--- src/bth_pkg.sv ---
// Constants, field layouts and carrier types of the bit-error tester host port.
// Assumes one control-plane clock shared by the port and the I/O peripheral.
package bth_pkg;

    // Command bus layout
    localparam int CMD_W = 32;
    localparam int OP_W = 2;
    localparam int IDX_W = 4;
    localparam int CTRL_W = CMD_W - OP_W - IDX_W;
    localparam int STAT_W = 32;

    // Operation codes
    localparam logic [OP_W-1:0] OP_WRITE = 2'h3;
    localparam logic [OP_W-1:0] OP_READ = 2'h1;

    // Index map
    localparam logic [IDX_W-1:0] IDX_SELECT = 4'h0;
    localparam logic [IDX_W-1:0] IDX_OPTIONS = 4'h6;

    // Selection fields inside the index 0 control word
    localparam int LANE_LSB = 0;
    localparam int LANE_W = 4;
    localparam int XCVR_BIT = 4;

    // Options status word field positions
    localparam int RDY_BIT = 0;
    localparam int RSV_LSB = 1;
    localparam int RSV_W = 4;
    localparam int MASTER_W = 4;
    localparam int MR_LSB = 5;
    localparam int ML_LSB = 9;
    localparam int GREF_BIT = 13;
    localparam int OWNCLK_BIT = 14;
    localparam int FLB_BIT = 15;
    localparam int PAT_LSB = 16;
    localparam int PAT_W = 16;

    // Reset values
    localparam logic [STAT_W-1:0] STAT_RST = 32'h0000_0000;
    localparam logic [LANE_W-1:0] LANE_RST = 4'h0;
    localparam logic [CTRL_W-1:0] CTRL_RST = 26'h000_0000;

    // Read latency in clock cycles at 100 MHz (10 ns period)
    localparam int CLK_PERIOD_NS = 10;
    localparam int READ_LAT = 2;

    // Command carried from the I/O peripheral
    typedef struct packed
    {
        logic [OP_W-1:0] op;
        logic [IDX_W-1:0] idx;
        logic [CTRL_W-1:0] ctrl;
    } bth_cmd_t;

endpackage

--- src/bth_host_port.sv ---
// Command and status port of the multi-channel bit-error tester.
// Assumes the command bus comes from logic on the same clock and is held
// for at least two cycles per command.
`timescale 1ns/100ps
module bth_host_port #(
    parameter int NUM_IDX = 16,
    parameter logic [bth_pkg::MASTER_W-1:0] TX_MASTER_RIGHT = 4'h0,
    parameter logic [bth_pkg::MASTER_W-1:0] TX_MASTER_LEFT = 4'h0,
    parameter logic GREF_OPTION = 1'b0,
    parameter logic OWN_TX_CLOCK = 1'b0,
    parameter logic FABRIC_LOOPBACK = 1'b0,
    parameter logic [bth_pkg::PAT_W-1:0] PATTERN_MASK = 16'hFFFF
)
(
    // Clock and reset
    input wire logic clk_in,
    input wire logic nrst_in,
    // Command bus from the I/O peripheral
    input bth_pkg::bth_cmd_t cmd_in,
    // Status words of the datapath, one per index
    input wire logic [(1<<bth_pkg::IDX_W)-1:0][bth_pkg::STAT_W-1:0] ext_status_in,
    // Configuration port handshake of the selected transceiver
    input wire logic config_ready_in,
    input wire logic config_access_enable_in,
    // Status bus to the I/O peripheral
    output logic [bth_pkg::STAT_W-1:0] status_out,
    // Selections and stored control words
    output logic [bth_pkg::LANE_W-1:0] lane_pair_select_out,
    output logic transceiver_select_out,
    output logic config_ready_sticky_out,
    output logic [NUM_IDX-1:0][bth_pkg::CTRL_W-1:0] ctrl_bank_out
);

    // Whole state of the port
    typedef struct packed
    {
        logic [bth_pkg::LANE_W-1:0] lane;  // Lane pair selection
        logic xcvr;                        // Transceiver selection
        logic rdy;                         // Sticky config ready
        logic rd_pend;                     // Read captured, output next
        logic [bth_pkg::STAT_W-1:0] rd_word; // Captured status word
        logic [bth_pkg::STAT_W-1:0] status;  // Presented status word
    } bth_port_state_t;

    bth_port_state_t st_r;
    bth_port_state_t st_nxt;

    logic wr_hit;     // Write command to a writable index
    logic rd_hit;     // Read command
    logic [bth_pkg::STAT_W-1:0] opt_word; // Options word of index 6
    logic [bth_pkg::STAT_W-1:0] sel_ext;  // Datapath word at command index

    // Elaboration checks
    if (NUM_IDX <= int'(bth_pkg::IDX_OPTIONS) || NUM_IDX > (1 << bth_pkg::IDX_W))
    begin : g_bad_idx
        $error("bth_host_port index count out of range");
    end

    // Selection fields must fit inside the control word
    if (bth_pkg::XCVR_BIT >= bth_pkg::CTRL_W
        || bth_pkg::LANE_LSB + bth_pkg::LANE_W > bth_pkg::CTRL_W)
    begin : g_bad_fields
        $error("bth_host_port selection fields outside control word");
    end

    // Op code decode, shared by write and read paths
    function automatic logic op_is(input logic [bth_pkg::OP_W-1:0] op,
                                   input logic [bth_pkg::OP_W-1:0] code);
        op_is = (op == code);
    endfunction

    // Decode; any other op code stores nothing and starts no read
    always_comb
    begin
        wr_hit = op_is(cmd_in.op, bth_pkg::OP_WRITE)
                 && cmd_in.idx != bth_pkg::IDX_OPTIONS;
        rd_hit = op_is(cmd_in.op, bth_pkg::OP_READ);
        sel_ext = ext_status_in[cmd_in.idx];
    end

    // Options word built from the sticky bit and build constants
    always_comb
    begin
        opt_word = bth_pkg::STAT_RST;
        opt_word[bth_pkg::RDY_BIT] = st_r.rdy;
        opt_word[bth_pkg::MR_LSB +: bth_pkg::MASTER_W] = TX_MASTER_RIGHT;
        opt_word[bth_pkg::ML_LSB +: bth_pkg::MASTER_W] = TX_MASTER_LEFT;
        opt_word[bth_pkg::GREF_BIT] = GREF_OPTION;
        opt_word[bth_pkg::OWNCLK_BIT] = OWN_TX_CLOCK;
        opt_word[bth_pkg::FLB_BIT] = FABRIC_LOOPBACK;
        opt_word[bth_pkg::PAT_LSB +: bth_pkg::PAT_W] = PATTERN_MASK;
    end

    // Next-state logic
    always_comb
    begin
        st_nxt = st_r;
        // Selections follow index 0 writes only
        if (wr_hit && cmd_in.idx == bth_pkg::IDX_SELECT)
        begin
            st_nxt.lane = cmd_in.ctrl[bth_pkg::LANE_LSB +: bth_pkg::LANE_W];
            st_nxt.xcvr = cmd_in.ctrl[bth_pkg::XCVR_BIT];
        end
        // Sticky ready: a completed access sets, the next enable clears
        if (config_ready_in)
        begin
            st_nxt.rdy = 1'b1;
        end
        else if (config_access_enable_in)
        begin
            st_nxt.rdy = 1'b0;
        end
        // First read stage captures the addressed word
        st_nxt.rd_pend = rd_hit;
        if (rd_hit)
        begin
            // Options index is built here, never taken from the datapath
            if (cmd_in.idx == bth_pkg::IDX_OPTIONS)
            begin
                st_nxt.rd_word = opt_word;
            end
            // Datapath word of a populated index
            else if (int'(cmd_in.idx) < NUM_IDX)
            begin
                st_nxt.rd_word = sel_ext;
            end
            // Unpopulated index reads as zero
            else
            begin
                st_nxt.rd_word = bth_pkg::STAT_RST;
            end
        end
        // Second stage presents it; otherwise the bus holds
        if (st_r.rd_pend)
        begin
            st_nxt.status = st_r.rd_word;
        end
    end

    // State register
    always_ff @(posedge clk_in or negedge nrst_in)
    begin
        if (!nrst_in)
        begin
            st_r <= '0;
        end
        else
        begin
            st_r <= st_nxt;
        end
    end

    // Control word storage; index 6 writes never reach it
    bth_ctrl_bank #(
        .NUM_IDX(NUM_IDX),
        .WORD_W(bth_pkg::CTRL_W)
    ) u_bank (
        .clk_in(clk_in),
        .nrst_in(nrst_in),
        .wr_en_in(wr_hit),
        .wr_idx_in(cmd_in.idx),
        .wr_data_in(cmd_in.ctrl),
        .words_out(ctrl_bank_out)
    );

    // Outputs straight from flip-flops
    assign status_out = st_r.status;
    assign lane_pair_select_out = st_r.lane;
    assign transceiver_select_out = st_r.xcvr;
    assign config_ready_sticky_out = st_r.rdy;

    // Datapath word reaches the status bus two edges after the read
    a_read_latency: assert property (@(posedge clk_in) disable iff (!nrst_in)
        (rd_hit && cmd_in.idx != bth_pkg::IDX_OPTIONS && int'(cmd_in.idx) < NUM_IDX)
        |-> ##2 status_out == $past(sel_ext, 2))
        else $error("status word not presented two cycles after read");

    // Clock master channel numbers of both columns
    a_opts_fields: assert property (@(posedge clk_in) disable iff (!nrst_in)
        (rd_hit && cmd_in.idx == bth_pkg::IDX_OPTIONS)
        |-> ##2 (status_out[bth_pkg::MR_LSB +: bth_pkg::MASTER_W] == TX_MASTER_RIGHT
        && status_out[bth_pkg::ML_LSB +: bth_pkg::MASTER_W] == TX_MASTER_LEFT))
        else $error("clock master fields wrong in options word");

    // Build option flags in their fixed order
    a_opts_flags: assert property (@(posedge clk_in) disable iff (!nrst_in)
        (rd_hit && cmd_in.idx == bth_pkg::IDX_OPTIONS)
        |-> ##2 status_out[15:13] == {FABRIC_LOOPBACK, OWN_TX_CLOCK, GREF_OPTION})
        else $error("build option flags wrong in options word");

    // Pattern mask in the upper half, reserved bits clear
    a_opts_pattern: assert property (@(posedge clk_in) disable iff (!nrst_in)
        (rd_hit && cmd_in.idx == bth_pkg::IDX_OPTIONS)
        |-> ##2 (status_out[31:16] == PATTERN_MASK && status_out[4:1] == 4'h0))
        else $error("pattern mask or reserved bits wrong");

    // Status bus only moves when a captured read is presented
    a_status_hold: assert property (@(posedge clk_in) disable iff (!nrst_in)
        !st_r.rd_pend |=> $stable(status_out))
        else $error("status bus changed without a read");

    // Selections hold unless index 0 is written
    a_sel_idx0_only: assert property (@(posedge clk_in) disable iff (!nrst_in)
        !(wr_hit && cmd_in.idx == bth_pkg::IDX_SELECT)
        |=> ($stable(lane_pair_select_out) && $stable(transceiver_select_out)))
        else $error("selection changed without an index 0 write");

    // Lane selection agrees with the stored index 0 word
    a_sel_update: assert property (@(posedge clk_in) disable iff (!nrst_in)
        (op_is(cmd_in.op, bth_pkg::OP_WRITE) && cmd_in.idx == bth_pkg::IDX_SELECT)
        |=> lane_pair_select_out == ctrl_bank_out[0][bth_pkg::LANE_W-1:0])
        else $error("lane pair selection not taken from index 0 write");

    // Completed access sets the sticky bit
    a_sticky_set: assert property (@(posedge clk_in) disable iff (!nrst_in)
        config_ready_in |=> config_ready_sticky_out)
        else $error("sticky ready not set by completed access");

    // Next access enable clears the sticky bit
    a_sticky_clear: assert property (@(posedge clk_in) disable iff (!nrst_in)
        (config_access_enable_in && !config_ready_in) |=> !config_ready_sticky_out)
        else $error("sticky ready not cleared by next enable");

    // Unused op codes store nothing and start no read
    a_other_ops: assert property (@(posedge clk_in) disable iff (!nrst_in)
        (!op_is(cmd_in.op, bth_pkg::OP_WRITE) && !op_is(cmd_in.op, bth_pkg::OP_READ))
        |=> ($stable(ctrl_bank_out) && !st_r.rd_pend))
        else $error("unknown op code changed state");

    // Options index is read-only
    a_opts_readonly: assert property (@(posedge clk_in) disable iff (!nrst_in)
        (cmd_in.op == bth_pkg::OP_WRITE && cmd_in.idx == bth_pkg::IDX_OPTIONS)
        |=> $stable(ctrl_bank_out))
        else $error("write to options index stored a word");

    // Further checks on selections, sticky bit, control bank and the read pipeline

    // Lane pair selection follows an index 0 write
    a_lane_update: assert property (@(posedge clk_in) disable iff (!nrst_in)
        (op_is(cmd_in.op, bth_pkg::OP_WRITE) && cmd_in.idx == bth_pkg::IDX_SELECT)
        |=> lane_pair_select_out == $past(cmd_in.ctrl[bth_pkg::LANE_LSB +: bth_pkg::LANE_W]))
        else $error("lane pair selection differs from index 0 write");

    // Transceiver selection follows an index 0 write
    a_xcvr_update: assert property (@(posedge clk_in) disable iff (!nrst_in)
        (op_is(cmd_in.op, bth_pkg::OP_WRITE) && cmd_in.idx == bth_pkg::IDX_SELECT)
        |=> transceiver_select_out == $past(cmd_in.ctrl[bth_pkg::XCVR_BIT]))
        else $error("transceiver selection differs from index 0 write");

    // Sticky bit holds with neither ready nor enable
    a_sticky_hold: assert property (@(posedge clk_in) disable iff (!nrst_in)
        (!config_ready_in && !config_access_enable_in) |=> $stable(config_ready_sticky_out))
        else $error("sticky ready moved without ready or enable");

    // Ready in the same cycle as an enable still sets
    a_sticky_priority: assert property (@(posedge clk_in) disable iff (!nrst_in)
        (config_ready_in && config_access_enable_in) |=> config_ready_sticky_out)
        else $error("enable overrode a completed access");

    // Options word bit 0 shows the sticky bit of the last capture
    a_opts_ready_bit: assert property (@(posedge clk_in) disable iff (!nrst_in)
        ((rd_hit && cmd_in.idx == bth_pkg::IDX_OPTIONS) ##1 !rd_hit)
        |-> ##1 status_out[bth_pkg::RDY_BIT] == $past(config_ready_sticky_out, 2))
        else $error("options word ready bit differs from sticky bit");

    // A write leaves the presented status alone
    a_write_keeps_status: assert property (@(posedge clk_in) disable iff (!nrst_in)
        (op_is(cmd_in.op, bth_pkg::OP_WRITE) && !st_r.rd_pend) |=> $stable(status_out))
        else $error("write moved the status bus");

    // A write never starts a read
    a_write_no_pend: assert property (@(posedge clk_in) disable iff (!nrst_in)
        op_is(cmd_in.op, bth_pkg::OP_WRITE) |=> !st_r.rd_pend)
        else $error("write started a read");

    // No control word is ever kept at the options index
    a_opts_bank_empty: assert property (@(posedge clk_in) disable iff (!nrst_in)
        ctrl_bank_out[bth_pkg::IDX_OPTIONS] == bth_pkg::CTRL_RST)
        else $error("control word stored at options index");

    // First read stage captures the addressed datapath word
    a_read_stage1: assert property (@(posedge clk_in) disable iff (!nrst_in)
        (rd_hit && cmd_in.idx != bth_pkg::IDX_OPTIONS && int'(cmd_in.idx) < NUM_IDX)
        |=> (st_r.rd_pend && st_r.rd_word == $past(sel_ext)))
        else $error("read stage one did not capture the word");

    // Second read stage presents the captured word
    a_read_stage2: assert property (@(posedge clk_in) disable iff (!nrst_in)
        st_r.rd_pend |=> status_out == $past(st_r.rd_word))
        else $error("read stage two did not present the word");

    // Unused op codes leave the status bus alone
    a_other_ops_status: assert property (@(posedge clk_in) disable iff (!nrst_in)
        (!op_is(cmd_in.op, bth_pkg::OP_WRITE) && !op_is(cmd_in.op, bth_pkg::OP_READ)
        && !st_r.rd_pend) |=> $stable(status_out))
        else $error("unknown op code moved the status bus");

    // Unused op codes leave both selections alone
    a_other_ops_sel: assert property (@(posedge clk_in) disable iff (!nrst_in)
        (!op_is(cmd_in.op, bth_pkg::OP_WRITE) && !op_is(cmd_in.op, bth_pkg::OP_READ))
        |=> ($stable(lane_pair_select_out) && $stable(transceiver_select_out)))
        else $error("unknown op code moved a selection");

endmodule

--- src/bth_ctrl_bank.sv ---
// Bank of control words, one per command index.
// Assumes the write strobe is already qualified for op code and index.
`timescale 1ns/100ps
module bth_ctrl_bank #(
    parameter int NUM_IDX = 16,
    parameter int WORD_W = bth_pkg::CTRL_W
)
(
    // Clock and reset
    input wire logic clk_in,
    input wire logic nrst_in,
    // Write port
    input wire logic wr_en_in,
    input wire logic [bth_pkg::IDX_W-1:0] wr_idx_in,
    input wire logic [WORD_W-1:0] wr_data_in,
    // Stored words
    output logic [NUM_IDX-1:0][WORD_W-1:0] words_out
);

    // Whole state of the bank
    typedef struct packed
    {
        logic [NUM_IDX-1:0][WORD_W-1:0] words; // One word per index
        logic [bth_pkg::IDX_W-1:0] chk_idx; // Index on the write port last cycle, for checking
        logic [WORD_W-1:0] chk_data; // Data on the write port last cycle, for checking
        logic chk_wr; // Last cycle held a storing write
    } bth_bank_state_t;

    bth_bank_state_t st_r;
    bth_bank_state_t st_nxt;

    // Elaboration check on depth
    if (NUM_IDX < 1 || NUM_IDX > (1 << bth_pkg::IDX_W))
    begin : g_bad_depth
        $error("bth_ctrl_bank depth out of range");
    end

    // Store the word at its index; it holds until rewritten
    always_comb
    begin
        st_nxt = st_r;
        // Remember the last write so the storage check can look back
        st_nxt.chk_idx = wr_idx_in;
        st_nxt.chk_data = wr_data_in;
        st_nxt.chk_wr = wr_en_in && int'(wr_idx_in) < NUM_IDX;
        if (st_nxt.chk_wr)
        begin
            st_nxt.words[wr_idx_in] = wr_data_in;
        end
    end

    // State register
    always_ff @(posedge clk_in or negedge nrst_in)
    begin
        if (!nrst_in)
        begin
            st_r <= '0;
        end
        else
        begin
            st_r <= st_nxt;
        end
    end

    assign words_out = st_r.words;

    a_word_stored: assert property (@(posedge clk_in) disable iff (!nrst_in)
        st_r.chk_wr |-> words_out[st_r.chk_idx] == st_r.chk_data)
        else $error("control word not stored at its index");

    a_bank_quiet: assert property (@(posedge clk_in) disable iff (!nrst_in)
        !wr_en_in |=> $stable(words_out))
        else $error("control bank changed without a write");

endmodule

--- config.mk ---
export PLATFORM = sky130hd
export DESIGN_NAME = bth_host_port
export DESIGN_NICKNAME = d
export VERILOG_FILES = /design/src/bth_pkg.sv /design/src/bth_host_port.sv /design/src/bth_ctrl_bank.sv
export SDC_FILE = /design/constraint.sdc
export NUM_CORES = 1
export LEC_CHECK = 0
export BUFFER_PORTS_ARGS = -buffer_cell sky130_fd_sc_hd__buf_4
export CAP_MARGIN = 10
export CELL_PAD_IN_SITES_DETAIL_PLACEMENT = 0
export CELL_PAD_IN_SITES_GLOBAL_PLACEMENT = 1
export CORE_AREA = 2 2 392 394
export DETAILED_ROUTE_END_ITERATION = 7
export DIE_AREA = 0 0 394 396
export HOLD_SLACK_MARGIN = 0.06
export PLACE_DENSITY = 0.5
export SLEW_MARGIN = 20
export SYNTH_ARGS = -nofsm -noshare
export SYNTH_HDL_FRONTEND = slang
export SYNTH_HIERARCHICAL = 1
export SYNTH_SLANG_ARGS = --single-unit
--- constraint.sdc ---
create_clock -name clk_in -period 1.2 [get_ports clk_in]
set_input_delay 0.3 -clock clk_in [delete_from_list [all_inputs] [get_ports clk_in]]
set_output_delay 0.3 -clock clk_in [all_outputs]
set_load 0.005 [all_outputs]
==> impl_metrics.py <==
metrics = {
    "global_routing": {
        "grt_max_degree": 69,
        "grt_usage_pct": 15.2,
        "antenna_found_initial": 11,
        "grt_pass1_vias": 19800,
        "grt_pass1_wl_microns": 168000,
        "overflow": 0,
    },
    "clocking": {
        "cts_tree": "built",
        "cts_num_sinks": 487,
        "cts_buffers": 56,
        "htree_num_levels": 2,
        "clockBufferDepth": 3,
        "clk_pin_slew_ns": 0.06,
        "cts_root_buffer": "clkbuf_16",
        "clk-insertion-delay-late_ns": 0.64,
    },
    "floorplan": {
        "initial_utilization_pct": 14.8,
        "dieArea_sq_mm": 0.156,
        "io_pins": 1002,
        "core_sq_mm": 0.152,
        "die_width_microns": 394,
        "rows": 143,
        "die_h_microns": 396,
    },
    "synthesis": {
        "synth_mux_area_share_pct": 35.1,
        "ys_seq_area_share_pct": 54.3,
        "ys_seq_elements": 487,
        "synth_fa_ha_area_share_pct": 0,
        "synth_compound_area_share_pct": 3.99,
        "synthXorXnorAreaFrac_pct": 0,
        "postSynth.asyncResetShare_pct": 100,
        "synthFlopType": "dfrtp_1",
        "synth-edff-count": 0,
        "synth_top_family_by_area": "multiplexers",
        "synth-simple-area-share_pct": 2.19,
        "yosysTopAreaCell": "dfrtp_1",
        "synth.top_cell.area_share_pct": 54.3,
        "ys_warn_count": 6,
        "synthTopCellsByArea": "dfrtp_1, mux2_2, mux4_2, mux2i_1, buf_4",
        "yosysUniqueCellTypes": 41,
        "synthesis.nets": 2067,
        "avgSynthCellArea_sq_um": 14.8,
        "synth_cells": 1519,
        "synth_area_sq_mm": 0.0224,
    },
    "drt": {
        "via_count": 18600,
        "routed_via_density": 3.80,
        "firstDrtPassIters": 5,
        "drcViolationCount": 0,
        "final_antenna_net_count": 0,
        "drt_wl_total_microns": 124000,
        "drt_iter0_markers": 894,
        "wire_per_inst_microns": 25.4,
    },
    "final_layout": {
        "final_nets": 3358,
        "drive_above_1_share_pct": 72.9,
        "fillerInstances": 15700,
        "stdcell_count": 4889,
        "syn_to_final_growth_pct": 86.4,
    },
    "sta": {
        "fin_hold_ws_ns": 0.0918,
        "maxSlewHeadroom_pct": 54.2,
        "max_freq_ghz": 0.641,
        "min_period_ns": 1.56,
        "finalSetupViolCount": 907,
        "hold_viol_final": 0,
        "period_share_pct": 130,
        "slew_viol_final": 0,
        "worst_pin_slew_ns": 0.669,
        "layout_setup_ws_ns": -0.361,
        "rsz0062_at_grt": "true",
        "finalClockSkew_ns": 0.0276,
        "fin_tns_setup_ns": -213.72,
    },
    "placement": {
        "io_buffers": 969,
        "hpwl_microns": 89500,
        "dp.cells": 4517,
        "gp_congestion": 0.896,
        "dp_slack_ns": -1.11,
    },
    "power": {
        "fin_total_pwr_mw": 58.9,
        "peakVddDrop_uv": 1230,
        "power_leakage_nw": 19.7,
        "power.density_mw_per_mm2": 1410,
    },
    "setup_path": {
        "slowest_delay_ns": 0.52,
        "path_cells": "buf_6 -> or2_4 -> mux4_2 -> nand2_2 -> nand3_2",
        "cp.arrival_ns": 2.05,
        "crit_path_end_kind": "register",
        "cp-start-kind": "register",
        "path_buf_inv": 1,
        "cp.required_ns": 1.69,
        "critical_path_class": "register to register",
        "crit_family": "multiplexers",
        "critPathSlowestCell": "mux4_2",
        "critPathMaxFanout": 2,
    },
    "hold_path": {
        "min_path_type": "input pin to register",
    },
    "status": {
        "violations": "setup timing",
        "status": "finished, violations left",
    },
    "run": {
        "max_cap_violations": 0,
    },
}
==> kinds of logic (layout without fill, tap and decap cells) <==
kind of cell	after synthesis	count (layout)
multiplexers	643	643
flip-flops	487	487
buffers and inverters	166	1501
AO/OA/AOI/OAI	131	131
AND/OR/NAND/NOR	92	92
other	0	5
==> final cells by class <==
| cell class | instances | area (sq um) | share of cell area (%) |
|---|---|---|---|
| Timing Repair Buffer | 1397 | 14300 | 34.1 |
| Sequential cell | 487 | 12200 | 29.2 |
| Multi-Input combinational cell | 866 | 10900 | 26.1 |
| Tap cell | 2030 | 2540 | 6.07 |
| Clock buffer | 84 | 1640 | 3.91 |
| Clock inverter | 18 | 231 | 0.554 |
| Antenna cell | 5 | 12.5 | 0.0299 |
| Inverter | 2 | 7.51 | 0.0180 |
==> final timing paths <==
| kind | start | to | slack (ns) | cells after the start |
|---|---|---|---|---|
| worst min-delay path | ext_status_in[79] | st_r[47] | 0.09 | 3 |
| min in group asynchronous | nrst_in | u_bank/words_out[226] | 0.28 | 3 |
| worst min register to register | st_r[41] | st_r[41] | 0.49 | 2 |
| worst max-delay path | config_ready_sticky_out | st_r[32] | -0.36 | 5 |
| worst max register to register | config_ready_sticky_out | st_r[32] | -0.36 | 5 |
| max in group asynchronous | nrst_in | u_bank/words_out[145] | 0.11 | 3 |
==> state kept, by name, indices dropped and copies added, names as in the netlist <==
signal and count:
lane_pair_select_out 4, status_out 32, u_bank/words_out 416, config_ready_sticky_out 1, st_r 33, transceiver_select_out 1
==> layout by cell type, fill, tap and decap left out, drive strengths merged, types with 2 or more instances in the layout <==
master | Yosys | layout
nand3b | 3 | 3
or3b | 2 | 2
a31oi | 16 | 16
o211ai | 17 | 17
diode | 0 | 5
dfrtp | 487 | 487
o2bb2ai | 14 | 14
clkinv | 1 | 11
o221ai | 14 | 14
or3 | 2 | 2
nand3 | 4 | 4
dlygate4sd3 | 0 | 4
a22oi | 16 | 16
nand2b | 7 | 7
mux2 | 454 | 454
a21oi | 34 | 34
mux4 | 64 | 64
mux2i | 125 | 125
buf | 121 | 1384
clkbuf | 43 | 91
nor2b | 5 | 5
bufinv | 0 | 3
o22ai | 16 | 16
nor2 | 29 | 29
inv | 1 | 4
nand2 | 19 | 19
clkinvlp | 0 | 2
nor3 | 17 | 17
bufbuf | 0 | 2
==> per-stage QoR <==
stage               area, sq um  utilization (%)
floorplan                 22800                -
global placement          33500             22.1
detailed placement        33500             22.1
CTS                       40300             26.6
global route              41800             27.6
finish                    41800             27.6
==> where the power goes <==
group	total [mW]	switching (mW)	internal, mW	leakage, nW
clock network	17.5	7.45	10.1	0.912
registers	22.2	2.56	19.7	6.18
logic	19.1	6.45	12.7	12.6
==> layer usage <==
layer  GRT usage [%]  vias to the layer above  wire [microns]  part of all wire (%)
met4            3.14                        6            2520                   2.0
met2            23.4                      637           55300                    45
li1                -                     8175               -                     -
met3            4.51                      100            8710                   7.0
met1            21.0                     9664           57700                    46
met5               0                        -              41                 0.033
==> worst register-to-register path: stages (launching register included) <==
cell and delay, ns:
dfrtp_1 0.40, buf_6 0.13, or2_4 0.21, mux4_2 0.52, nand2_2 0.11, nand3_2 0.07
==> timing repair <==
item	in CTS	in global routing
pin swaps	10	47
gates resized for setup	712	208
cloned	38	6
endpoints found under the hold margin	488	0
hold buffers	4	0
setup buffers	130	115
setup endpoints to repair	907	907
==> Yosys cell counts (2+ instances only) <==
| cell type | number |
|---|---|
| dfrtp_1 | 487 |
| mux2_2 | 433 |
| mux2i_1 | 125 |
| buf_4 | 66 |
| mux4_2 | 64 |
| buf_2 | 45 |
| clkbuf_1 | 43 |
| a21oi_1 | 34 |
| mux2_4 | 20 |
| nor2_1 | 20 |
| nand2_1 | 19 |
| o211ai_1 | 17 |
| a22oi_1 | 16 |
| a31oi_1 | 16 |
| nor3_1 | 16 |
| o22ai_1 | 16 |
| o221ai_1 | 14 |
| o2bb2ai_1 | 14 |
| nor2_2 | 9 |
| nand2b_1 | 7 |
| buf_6 | 6 |
| nor2b_1 | 5 |
| buf_1 | 4 |
| nand3_1 | 4 |
| nand3b_1 | 2 |
| or3_1 | 2 |
Power figures use the tool's default switching activity.
